<file path="config.mk">
export PLATFORM = sky130hd
export DESIGN_NAME = lcd_driver_command_decoder
export DESIGN_NICKNAME = d
export VERILOG_FILES = /design/src/hw/lcd_driver_command_decoder.v /design/src/hw/line_sync.v /design/src/hw/cmd_decode.v
export VERILOG_INCLUDE_DIRS = /design/src /design/src/inc
export SDC_FILE = /design/constraint.sdc
export NUM_CORES = 1
export LEC_CHECK = 0
export BUFFER_PORTS_ARGS = -buffer_cell sky130_fd_sc_hd__buf_4
export CELL_PAD_IN_SITES_DETAIL_PLACEMENT = 2
export CELL_PAD_IN_SITES_GLOBAL_PLACEMENT = 2
export CORE_MARGIN = 4
export CORE_UTILIZATION = 35
export CTS_BUF_LIST = sky130_fd_sc_hd__clkbuf_4 sky130_fd_sc_hd__clkbuf_8
export DETAILED_ROUTE_END_ITERATION = 8
export PLACE_DENSITY_LB_ADDON = 0.1
export SLEW_MARGIN = 20
export SYNTH_ARGS = -nofsm -noshare
export SYNTH_HDL_FRONTEND = slang
export SYNTH_SLANG_ARGS = --single-unit
export TNS_END_PERCENT = 100
</file>
<file path="constraint.sdc">
create_clock -name i_clk_sys -period 2.41 [get_ports i_clk_sys]
set_input_delay 0.3615 -clock i_clk_sys [delete_from_list [all_inputs] [get_ports i_clk_sys]]
set_output_delay 0.3615 -clock i_clk_sys [all_outputs]
set_load 0.01 [all_outputs]
</file>
<file path="src/inc/lcd_cmd_defs.vh">
// Constants for the LCD driver command decoder and its serial slave front end
`ifndef LCD_CMD_DEFS_VH
`define LCD_CMD_DEFS_VH
// Command byte layout
`define CONT_BIT 7
`define MODE_TYPE_BIT 4
`define MODE_STATUS_HI 3
`define MODE_STATUS_LO 2
`define MODE_MUX_HI 1
`define MODE_MUX_LO 0
// Multiplex rate codes
`define MUX_8 2'h1
`define MUX_16 2'h2
`define MUX_24 2'h3
`define MUX_32 2'h0
// Display status codes
`define DISP_BLANK 2'h0
`define DISP_NORMAL 2'h1
`define DISP_ALL_ON 2'h2
`define DISP_INVERSE 2'h3
// Access order codes
`define ORDER_CHAR 2'h0
`define ORDER_HALF 2'h1
`define ORDER_FULL 2'h2
// Column range
`define COLUMN_LAST 6'h27
// Reset values
`define RST_MUX 2'h0
`define RST_STATUS 2'h0
`define RST_SLAVE_ADDR 7'h3c
`endif

</file>
<file path="src/hw/lcd_driver_command_decoder.v">
// Serial slave front end and command decoder of the LCD row/column driver
`timescale 1ns/1ps
`default_nettype none
`include "lcd_cmd_defs.vh"
// Summary of operation
// - Top bit set means another command follows
// - Commands only in writes; reads return data
// - Store data only when subaddress matches own
// - Two low bits pick multiplex rate
// - Two status bits pick blank/normal/on/inverse
// - Type bit picks row-only or mixed
// - Start-bank opcode sets top bank
// - Device select loads subaddress counter
// - Access field sets auto-increment order
// - Access command loads bank pointer
// - Column load sets X pointer
// - One bit per clock, SDA stable high
// - Idle bus leaves both lines released
// - SDA falling with SCL high is start
// - SDA rising with SCL high is stop
// - Unlimited bytes, ninth clock carries acknowledge
// - Acknowledge every received byte but a foreign address
// - Hold SDA low through acknowledge high
// - Release SDA after master withholds acknowledge
module lcd_driver_command_decoder #(
  parameter [6:0] SLAVE_ADDR = `RST_SLAVE_ADDR, // Bus address, plain default
  parameter [3:0] OWN_SUBADDR = 4'h0 // Hardware subaddress of this device
) (
  // Clock and reset
  input wire i_clk_sys,
  input wire i_srst,
  // Serial bus pins
  input wire i_scl,
  input wire i_sda,
  output reg o_sda,
  output reg o_sda_oe,
  // Display RAM read data for the byte being sent
  input wire [7:0] i_rd_data,
  // Decoded configuration
  output reg [1:0] o_multiplex_rate_field,
  output reg [1:0] o_display_status_field,
  output reg o_mixed_mode,
  output reg [1:0] o_top_bank_field,
  output reg [3:0] o_subaddress_field,
  output reg [1:0] o_access_order_field,
  output reg [1:0] o_bank_select_field,
  output reg [5:0] o_column_field,
  // Display data stream
  output reg [7:0] o_wr_data,
  output reg o_wr_strobe,
  output reg o_rd_strobe,
  output reg o_busy
);
  // Transfer states
  localparam ST_IDLE = 3'h0;
  localparam ST_ADDR = 3'h1;
  localparam ST_WACK = 3'h2;
  localparam ST_WBYTE = 3'h3;
  localparam ST_RBYTE = 3'h4;
  localparam ST_RACK = 3'h5;
  localparam ST_SKIP = 3'h6;
  localparam ST_ACKHI = 3'h7;

  wire scl; // Filtered clock line
  wire sda; // Filtered data line
  reg scl_d; // Previous clock level
  reg sda_d; // Previous data level
  reg [2:0] state; // Transfer state
  reg [2:0] after_ack; // State to enter after the acknowledge slot
  reg [3:0] bit_cnt; // Bits moved in current byte
  reg [7:0] shift; // Receive shift register
  reg [7:0] tx; // Transmit shift register
  reg cmd_phase; // Bytes are still commands
  reg reading; // Current transfer is a read
  reg master_nak; // Master withheld acknowledge
  wire is_column;
  wire is_mode;
  wire is_select;
  wire is_access;
  wire is_bank;
  wire [7:0] rx_byte; // Byte completed on this rising edge

  // Synchronise both bus lines
  line_sync #(.RESET_LEVEL(1'b1)) u_scl_sync (
    .i_clk_sys(i_clk_sys),
    .i_srst(i_srst),
    .i_pin(i_scl),
    .o_level(scl)
  );
  line_sync #(.RESET_LEVEL(1'b1)) u_sda_sync (
    .i_clk_sys(i_clk_sys),
    .i_srst(i_srst),
    .i_pin(i_sda),
    .o_level(sda)
  );

  // Edge and condition detection
  wire scl_rise = scl & ~scl_d; // Data sampled here
  wire scl_fall = ~scl & scl_d; // Data changes here
  wire start_cond = scl & scl_d & sda_d & ~sda;
  wire stop_cond = scl & scl_d & ~sda_d & sda;
  assign rx_byte = {shift[6:0], sda};

  // Classify the byte just received
  cmd_decode u_decode (
    .i_byte(rx_byte),
    .o_is_column(is_column),
    .o_is_mode(is_mode),
    .o_is_select(is_select),
    .o_is_access(is_access),
    .o_is_bank(is_bank)
  );

  // Remember previous line levels
  always @(posedge i_clk_sys) begin
    if (i_srst) begin
      scl_d <= 1'b1;
      sda_d <= 1'b1;
    end else begin
      scl_d <= scl;
      sda_d <= sda;
    end
  end

  // Bus protocol engine and command execution
  always @(posedge i_clk_sys) begin
    if (i_srst) begin
      state <= ST_IDLE;
      after_ack <= ST_IDLE;
      bit_cnt <= 4'h0;
      shift <= 8'h00;
      tx <= 8'hff;
      cmd_phase <= 1'b0;
      reading <= 1'b0;
      master_nak <= 1'b0;
      o_sda <= 1'b0;
      o_sda_oe <= 1'b0;
      o_multiplex_rate_field <= `RST_MUX;
      o_display_status_field <= `RST_STATUS;
      o_mixed_mode <= 1'b0;
      o_top_bank_field <= 2'h0;
      o_subaddress_field <= 4'h0;
      o_access_order_field <= `ORDER_CHAR;
      o_bank_select_field <= 2'h0;
      o_column_field <= 6'h00;
      o_wr_data <= 8'h00;
      o_wr_strobe <= 1'b0;
      o_rd_strobe <= 1'b0;
      o_busy <= 1'b0;
    end else begin
      o_wr_strobe <= 1'b0;
      o_rd_strobe <= 1'b0;
      if (start_cond) begin
        // Start or repeated start opens address phase
        state <= ST_ADDR;
        bit_cnt <= 4'h0;
        o_sda_oe <= 1'b0;
        o_busy <= 1'b1;
      end else if (stop_cond) begin
        // Stop releases the bus
        state <= ST_IDLE;
        o_sda_oe <= 1'b0;
        o_busy <= 1'b0;
      end else begin
        case (state)
          ST_ADDR, ST_WBYTE: begin
            // Sample one bit per rising clock edge
            if (scl_rise) begin
              shift <= rx_byte;
              bit_cnt <= bit_cnt + 4'h1;
              if (bit_cnt == 4'h7) begin
                bit_cnt <= 4'h0;
                if (state == ST_ADDR) begin
                  if (rx_byte[7:1] == SLAVE_ADDR) begin
                    reading <= rx_byte[0];
                    cmd_phase <= ~rx_byte[0];
                    state <= ST_WACK;
                    after_ack <= rx_byte[0] ? ST_RBYTE : ST_WBYTE;
                    if (rx_byte[0]) begin
                      tx <= i_rd_data;
                      o_rd_strobe <= 1'b1;
                    end
                  end else begin
                    state <= ST_SKIP; // Other device addressed
                  end
                end else begin
                  state <= ST_WACK;
                  after_ack <= ST_WBYTE;
                  if (cmd_phase) begin
                    cmd_phase <= rx_byte[`CONT_BIT];
                    if (is_mode) begin
                      o_multiplex_rate_field <= rx_byte[`MODE_MUX_HI:`MODE_MUX_LO];
                      o_display_status_field <=
                        rx_byte[`MODE_STATUS_HI:`MODE_STATUS_LO];
                      o_mixed_mode <= rx_byte[`MODE_TYPE_BIT];
                    end
                    if (is_bank) begin
                      o_top_bank_field <= rx_byte[1:0];
                    end
                    if (is_select) begin
                      o_subaddress_field <= rx_byte[3:0];
                    end
                    if (is_access) begin
                      o_access_order_field <= rx_byte[3:2];
                      o_bank_select_field <= rx_byte[1:0];
                    end
                    if (is_column && rx_byte[5:0] <= `COLUMN_LAST) begin
                      o_column_field <= rx_byte[5:0];
                    end
                  end else if (o_subaddress_field == OWN_SUBADDR) begin
                    o_wr_data <= rx_byte;
                    o_wr_strobe <= 1'b1;
                  end
                end
              end
            end
            // Release after the acknowledge slot has ended
            if (scl_fall && bit_cnt == 4'h0) begin
              o_sda_oe <= 1'b0;
            end
          end
          ST_WACK: begin
            // Pull low through the ninth clock pulse
            if (scl_fall) begin
              o_sda <= 1'b0;
              o_sda_oe <= 1'b1;
            end
            if (scl_rise && o_sda_oe) begin
              state <= ST_ACKHI;
            end
          end
          ST_ACKHI: begin
            // Keep a slave acknowledge low until the acknowledge high phase ends; after a master acknowledge the line stays released
            if (scl_fall) begin
              state <= after_ack;
              if (after_ack == ST_RBYTE) begin
                o_sda <= 1'b0; // Open drain: only ever pulls low, a one is a release
                o_sda_oe <= ~tx[7];
                tx <= {tx[6:0], 1'b1};
                bit_cnt <= 4'h1;
              end else begin
                o_sda_oe <= 1'b0;
              end
            end
          end
          ST_RBYTE: begin
            // Shift out on falling edges, open drain low only
            if (scl_fall) begin
              if (bit_cnt == 4'h8) begin
                o_sda_oe <= 1'b0; // Free line for master acknowledge
                state <= ST_RACK;
              end else begin
                o_sda_oe <= ~tx[7];
                tx <= {tx[6:0], 1'b1};
                bit_cnt <= bit_cnt + 4'h1;
              end
            end
          end
          ST_RACK: begin
            // Sample master acknowledge
            if (scl_rise) begin
              master_nak <= sda;
              if (sda) begin
                state <= ST_SKIP;
              end else begin
                tx <= i_rd_data;
                o_rd_strobe <= 1'b1;
                after_ack <= ST_RBYTE;
                state <= ST_ACKHI;
              end
            end
          end
          ST_SKIP: begin
            o_sda_oe <= 1'b0;
          end
          default: begin
            o_sda_oe <= 1'b0;
          end
        endcase
      end
    end
  end
endmodule // lcd_driver_command_decoder
`default_nettype wire

</file>
<file path="src/hw/line_sync.v">
// Three-stage synchroniser with agreement filter for one pin input
`timescale 1ns/1ps
`default_nettype none
module line_sync #(
  parameter RESET_LEVEL = 1'b1
) (
  // Clock and reset
  input wire i_clk_sys,
  input wire i_srst,
  // Raw pin and filtered level
  input wire i_pin,
  output reg o_level
);
  reg meta; // First stage, read only by the second
  reg s2; // Second stage
  reg s3; // Third stage
  // Shift the pin in; accept a new level once stages two and three agree
  always @(posedge i_clk_sys) begin
    if (i_srst) begin
      meta <= RESET_LEVEL;
      s2 <= RESET_LEVEL;
      s3 <= RESET_LEVEL;
      o_level <= RESET_LEVEL;
    end else begin
      meta <= i_pin;
      s2 <= meta;
      s3 <= s2;
      if (s2 == s3) begin
        o_level <= s3;
      end
    end
  end
endmodule // line_sync
`default_nettype wire

</file>
<file path="src/hw/cmd_decode.v">
// Combinational classifier of one command byte
`timescale 1ns/1ps
`default_nettype none
`include "lcd_cmd_defs.vh"
module cmd_decode (
  // Byte under decode
  input wire [7:0] i_byte,
  // One-hot command kind
  output reg o_is_column,
  output reg o_is_mode,
  output reg o_is_select,
  output reg o_is_access,
  output reg o_is_bank
);
  // Decode opcode bits following the continuation flag
  always @* begin
    o_is_column = 1'b0;
    o_is_mode = 1'b0;
    o_is_select = 1'b0;
    o_is_access = 1'b0;
    o_is_bank = 1'b0;
    if (!i_byte[6]) begin
      o_is_column = 1'b1;
    end else if (!i_byte[5]) begin
      o_is_mode = 1'b1;
    end else if (!i_byte[4]) begin
      o_is_select = 1'b1;
    end else if (i_byte[3:2] == 2'h3) begin
      o_is_bank = 1'b1;
    end else begin
      o_is_access = 1'b1;
    end
  end
endmodule // cmd_decode
`default_nettype wire

</file>
# After elaboration in Yosys (flattened, before gate mapping)

Index checks and enable logic that the tools add are counted.

$lt $le $gt $ge: 1
Add/subtract/negate cells: 1
Multiplexer cells: 79
Reductions and logical operators: 31
Bitwise logic cells: 20
Eq/ne operators: 37

Operators with widths:

| cell                                                                   | number |
|---|---|
| 8-bit 2-to-1 mux                                                       | 11 |
| 8-bit AND reduction                                                    | 9 |
| 3-bit 2-to-1 mux                                                       | 16 |
| 1-bit 2-to-1 mux                                                       | 39 |
| 8-bit case mux with 4 select lines                                     | 1 |
| 2-bit inequality test (second input constant)                          | 14 |
| 4-bit inequality test (second input constant)                          | 7 |
| 4-bit 2-to-1 mux                                                       | 6 |
| 3-bit case mux with 5 select lines                                     | 1 |
| 14-bit AND reduction                                                   | 1 |
| 1-bit inverter                                                         | 13 |
| 3-bit equality test (second input constant)                            | 4 |
| 4-bit case mux with 3 select lines                                     | 1 |
| 6-bit AND reduction                                                    | 2 |
| 4-bit zero test                                                        | 2 |
| 8-bit OR reduction                                                     | 1 |
| 1-bit AND                                                              | 7 |
| 7-bit by 6-bit equality test with 1-bit output (second input constant) | 1 |
| 7-bit AND reduction                                                    | 1 |
| 7-bit nonzero test                                                     | 1 |
| 3-bit by 2-bit equality test with 1-bit output (second input constant) | 2 |
| 6-bit <= comparator (second input constant)                            | 1 |
| 3-bit case mux with 2 select lines                                     | 1 |
| 2-bit nonzero test                                                     | 3 |
| 18 further kinds                                                       | 24 |

Output and inout bits: 34
Word-level logic and storage cells: 200
Flip-flop bits (word level): 70

# Logic depth before layout (Yosys ltp)

Word-level depth: 8
Gate-level depth with buffers: 8
Mapped depth without buffers: 7

# Modules after synthesis

A second synthesis with hierarchy kept.

Cell total of the unflattened synthesis: 364
Area total of the unflattened synthesis: 3,198.1 sq um

Modules (own cells, without submodules):

| module                     | instances | cells each | area each (sq um) | sequential area each (sq um) |
|---|---|---|---|---|
| lcd_driver_command_decoder | 1         | 336        | 2,926.6           | 1,201.2 |
| line_sync                  | 2         | 10         | 115.1             | 80.1 |
| cmd_decode                 | 1         | 8          | 41.3              | 0.0 |

# Least setup slack after synthesis

Ideal clock, no wire load.

Path type: flip-flop to flip-flop
Start: register shift[4]
End: register after_ack[1]
Cell stages (with the launch flop): 7
Required time: 2,294 ps
Slack: 535 ps
Data arrival time: 1,759 ps
Clock period less this slack: 1,875 ps
Cells stage by stage: dfxtp_1 buf_2 nand3_2 nor4_4 o221ai_2 or4_4 and3b_1

Longest elaborated chain between the ends: 3

RTL lines:

| what                                           | RTL line                         | RTL |
|---|---|---|
| start: declaration                             | lcd_driver_command_decoder.v:71  | `reg [7:0] shift;` |
| start signal: assignment                       | lcd_driver_command_decoder.v:169 | `shift <= rx_byte;` |
| 7-bit by 6-bit equality test with 1-bit output | lcd_driver_command_decoder.v:174 | `if (rx_byte[7:1] == SLAVE_ADDR) begin` |
| 3-bit inequality test (no source line)         | --                               |  |
| 8-bit AND reduction (no source line)           | --                               |  |
| end signal: assignment                         | lcd_driver_command_decoder.v:178 | `after_ack <= rx_byte[0] ? ST_RBYTE : ST_WBYTE;` |
| end: declaration                               | lcd_driver_command_decoder.v:69  | `reg [2:0] after_ack;` |

No other way between the ends.
A chain may end at the register's enable or synchronous reset.

# Final worst setup path

Start: register bit_cnt[0]
End: register o_subaddress_field[2]

Longest elaborated chain between the ends: 2

RTL lines:

| what                                           | RTL line                         | RTL |
|---|---|---|
| start: declaration                             | lcd_driver_command_decoder.v:70  | `reg [3:0] bit_cnt;` |
| start signal: assignment                       | lcd_driver_command_decoder.v:170 | `bit_cnt <= bit_cnt + 4'h1;` |
| start signal: assignment                       | lcd_driver_command_decoder.v:255 | `bit_cnt <= bit_cnt + 4'h1;` |
| 4-bit by 3-bit equality test with 1-bit output | lcd_driver_command_decoder.v:171 | `if (bit_cnt == 4'h7) begin` |
| 8-bit AND reduction (no source line)           | --                               |  |
| end signal: assignment                         | lcd_driver_command_decoder.v:201 | `o_subaddress_field <= rx_byte[3:0];` |
| end: declaration                               | lcd_driver_command_decoder.v:44  | `output reg [3:0] o_subaddress_field,` |

No other way between the ends.

==> out/summary.txt <==
Status: completed
Initial Util: 36.11%
Vias in the first global route: 3089
Clk sinks: 68
Number of synthesized flops with an enable pin: 0
Diodes inserted: 0
Ranking of synthesized cells by area: dfxtp_1 (43%), mux2i_1 (11%), nor2_1 (6.0%), a21oi_1 (4.0%), clkbuf_1 (2.6%)
Critical path buffer and inverter count: 0
Asr flop ratio synth: 0%
Die X: 103.1 um
DR iter-0 viols: 102
First-pass GRT wire length: 15.90 mm
IO buf count: 44
Total routed wirelength: 9.508 mm
Fin nets: 427
Yosys warning count: 0
Worst endpoint required time: 2.62 ns
FF-to-FF Start: bit_cnt[0]
R2R Setup Slk: 0.18 ns
Yosys top cell area share: 43.02%
Clock slew at reported path FFs: 0.08 ns
Slew margin rel.: 52.64%
R2R cell count: 6
Part of the power in the clock network: 47.7%
Arrival time worst endpoint: 2.44 ns
Final RePlAce weighted congestion: 0.7560
ANT nets after route: 0
Total Power: 2249 uW
Setup repair bufs after CTS: 0
Hold EP: u_sda_sync.meta
Leakage: 0.001674 uW
Die H: 103.1 um
Post-synthesis sequential area ratio: 43.02%
Post-CTS Resized: 0
R2r endpoint: o_subaddress_field[2]
H-Tree Level Count: 3
Max incr delay on CP: 0.59 ns
Final min period: 2.233 ns
Root Buffer: clkbuf_8
CP Capture Type: flip-flop
Worst Skew: 0.01577 ns
Cells after Synth: 368
Final setup vio count: 0
Num rows: 34
Hold depth: 2
Synthesized area per cell: 8.599 sq um
CTS tree: yes
Layout cell share with drive strength beyond 1: 22.25%
Part of the power in combinational logic: 2.1%
Power Internal: 1737 uW
Maximum buffer depth of the clock tree: 2
Multi-input logic area: 0.001638 sq mm
DR DRC count: 0
Worst path cell trace: ha_1, and3b_1, nand4_2, or4_1, mux2i_1, nor2_1
DRT Pass-1 Iters: 4
Min-delay worst type: in -> reg
Sequential share of power: 50.2%
Worst hold start: i_sda
Fmax: 0.4479 GHz
Via Count: 2863
Initial antenna violation count: 0
Syn Nets: 382
Total GRT Usage: 19.30%
Sequential cell area: 0.001361 sq mm
Top cell type by total area after synthesis: dfxtp_1
Core area: 0.008763 sq mm
Area grow syn2layout: 22.46%
Cell Area, Synth: 0.003164 sq mm
Num ports: 46
Crit path max fanout: 7
Hpwl dp: 6.652 mm
Die Area: 0.01063 sq mm
Final hold violations: 0
WS Path Type: reg -> reg
Switching Share: 22.77%
Setup crit start kind: flip-flop
Setup Total Neg Slack: 0 ns
Slew @ Worst Pin: 0.7104 ns
Via density: 5.443
Crit share post-route: 92.65%
Number of synthesized register bits: 68
Maxcap violations: 0
Power per cell area: 580.3 mW/mm^2
Clk Latency, worst-skew pair: 0.35 ns
Sw power: 512.0 uW
Gr ovfl total: 0
Slowest stage cell, crit path: or4_1
Unique masters post-synth: 53
Unrepaired setup endpoints after global routing: no
Dominant synthesized flop cell: dfxtp_1
Clock buffer count from CTS: 9
Hold buffer count at cts: 0
Peak supply drop: 0.0003009 V
CP delay by family, top: simple AND/OR/NAND/NOR gates
Routed len/inst: 18.08 um
FILL cells: 1022
Pin count of the biggest net entering global routing: 73
Max-slew violations: 0
## synth_stat cells, types with 5 or more instances
library cell,n
nand2b_1,6
a21oi_1,25
a211oi_1,10
and3_1,9
o21ai_0,15
nand2_1,21
dfxtp_1,68
nor3b_1,5
nand3_1,10
inv_1,12
clkbuf_1,22
buf_2,6
nor3_1,11
or2_2,7
nor2_1,51
mux2i_1,35
## worst reg2reg max path, stage by stage, from the launching register on
cell and delay (ns):
dfxtp_1 0.45, ha_1 0.25, and3b_1 0.27, nand4_2 0.22, or4_1 0.60, mux2i_1 0.23, nor2_1 0.07
## power by group through the flow
stage / registers (uW) / logic (uW) / clock network [uW]
final: 1130 / 47.8 / 1070
after detailed placement: 1160 / 49.0 / 0
after floorplan: 1150 / 30.2 / 0
after global placement: 1150 / 47.6 / 0
after CTS: 1130 / 49.2 / 1100
after global routing: 1130 / 54.7 / 1170
## cell type report
cell class | instances | share of cell area [%]
inverter | 12 | 1.162
clock inverter | 7 | 2.551
multi-input combinational | 259 | 42.27
clock buffer | 9 | 3.197
tap | 108 | 3.487
timing repair buffer | 63 | 12.21
sequential | 68 | 35.13
## state kept, by name, indices dropped and copies added (netlist names), 3 cells and up
signal,flops
bit_cnt,4
o_column_field,6
o_subaddress_field,4
o_wr_data,8
shift,7
state,3
tx,8
## layer usage
metal	share of wire [%]	GRT usage, %
met2	49	32.66
met3	2.7	2.639
met5	0	0
met4	1.3	6.076
met1	47	25.42
## logic make-up (layout without fill, tap and decap cells)
group	count (synthesis)	after routing	share of synthesized area, %
xor+xnor	3	3	0.8305
simple gates	147	147	24.91
buf+inv	41	91	5.220
other cells	1	1	0.1185
mux	35	35	11.07
fa+ha+maj	2	2	0.7907
flops	68	68	43.02
compound gates	71	71	14.04
## metrics by stage
stage          instance area (sq um)  hold WS [ns]  std cells  worst slack [ns]  utilization, %
2_1_floorplan                   3164        0.3895        368            0.5349               -
3_3_place_gp                    3652        0.3916        510            0.2395           41.68
3_5_place_dp                    3652        0.3992        510            0.2054           41.68
4_1_cts                         3875        0.1874        526            0.1573           44.22
5_1_grt                         3875        0.1958        526           0.01652           44.22
6_report                        3875        0.2023        526            0.1772           44.22
## worst max-delay path by stage
stage	slack [ns]	end	cells after the start	start
finish	0.18	o_subaddress_field[2]	6	bit_cnt[0]
global route	0.02	o_subaddress_field[2]	6	bit_cnt[0]
CTS	0.16	o_subaddress_field[2]	6	bit_cnt[0]
detailed placement	0.21	o_subaddress_field[1]	6	bit_cnt[0]
global placement	0.24	after_ack[1]	5	shift[3]
floorplan	0.53	after_ack[1]	6	shift[4]
## placed cells by master (no fill, tap or decap), types with 3 or more instances in the layout
cell type   n
o21ai_0    15
mux2i_1    35
a211oi_1   10
nand2b_1    6
nand2_1    21
nor2b_1     4
a21oi_1    25
nand3_1    10
o22ai_1     3
nor3_1     11
buf_4      63
or2_2       7
clkbuf_8    9
nor3b_1     5
and3_1      9
dfxtp_1    68
nor2_1     51
inv_1      12
nand3b_1    4
No activity file was read; power rests on OpenSTA's default activity.
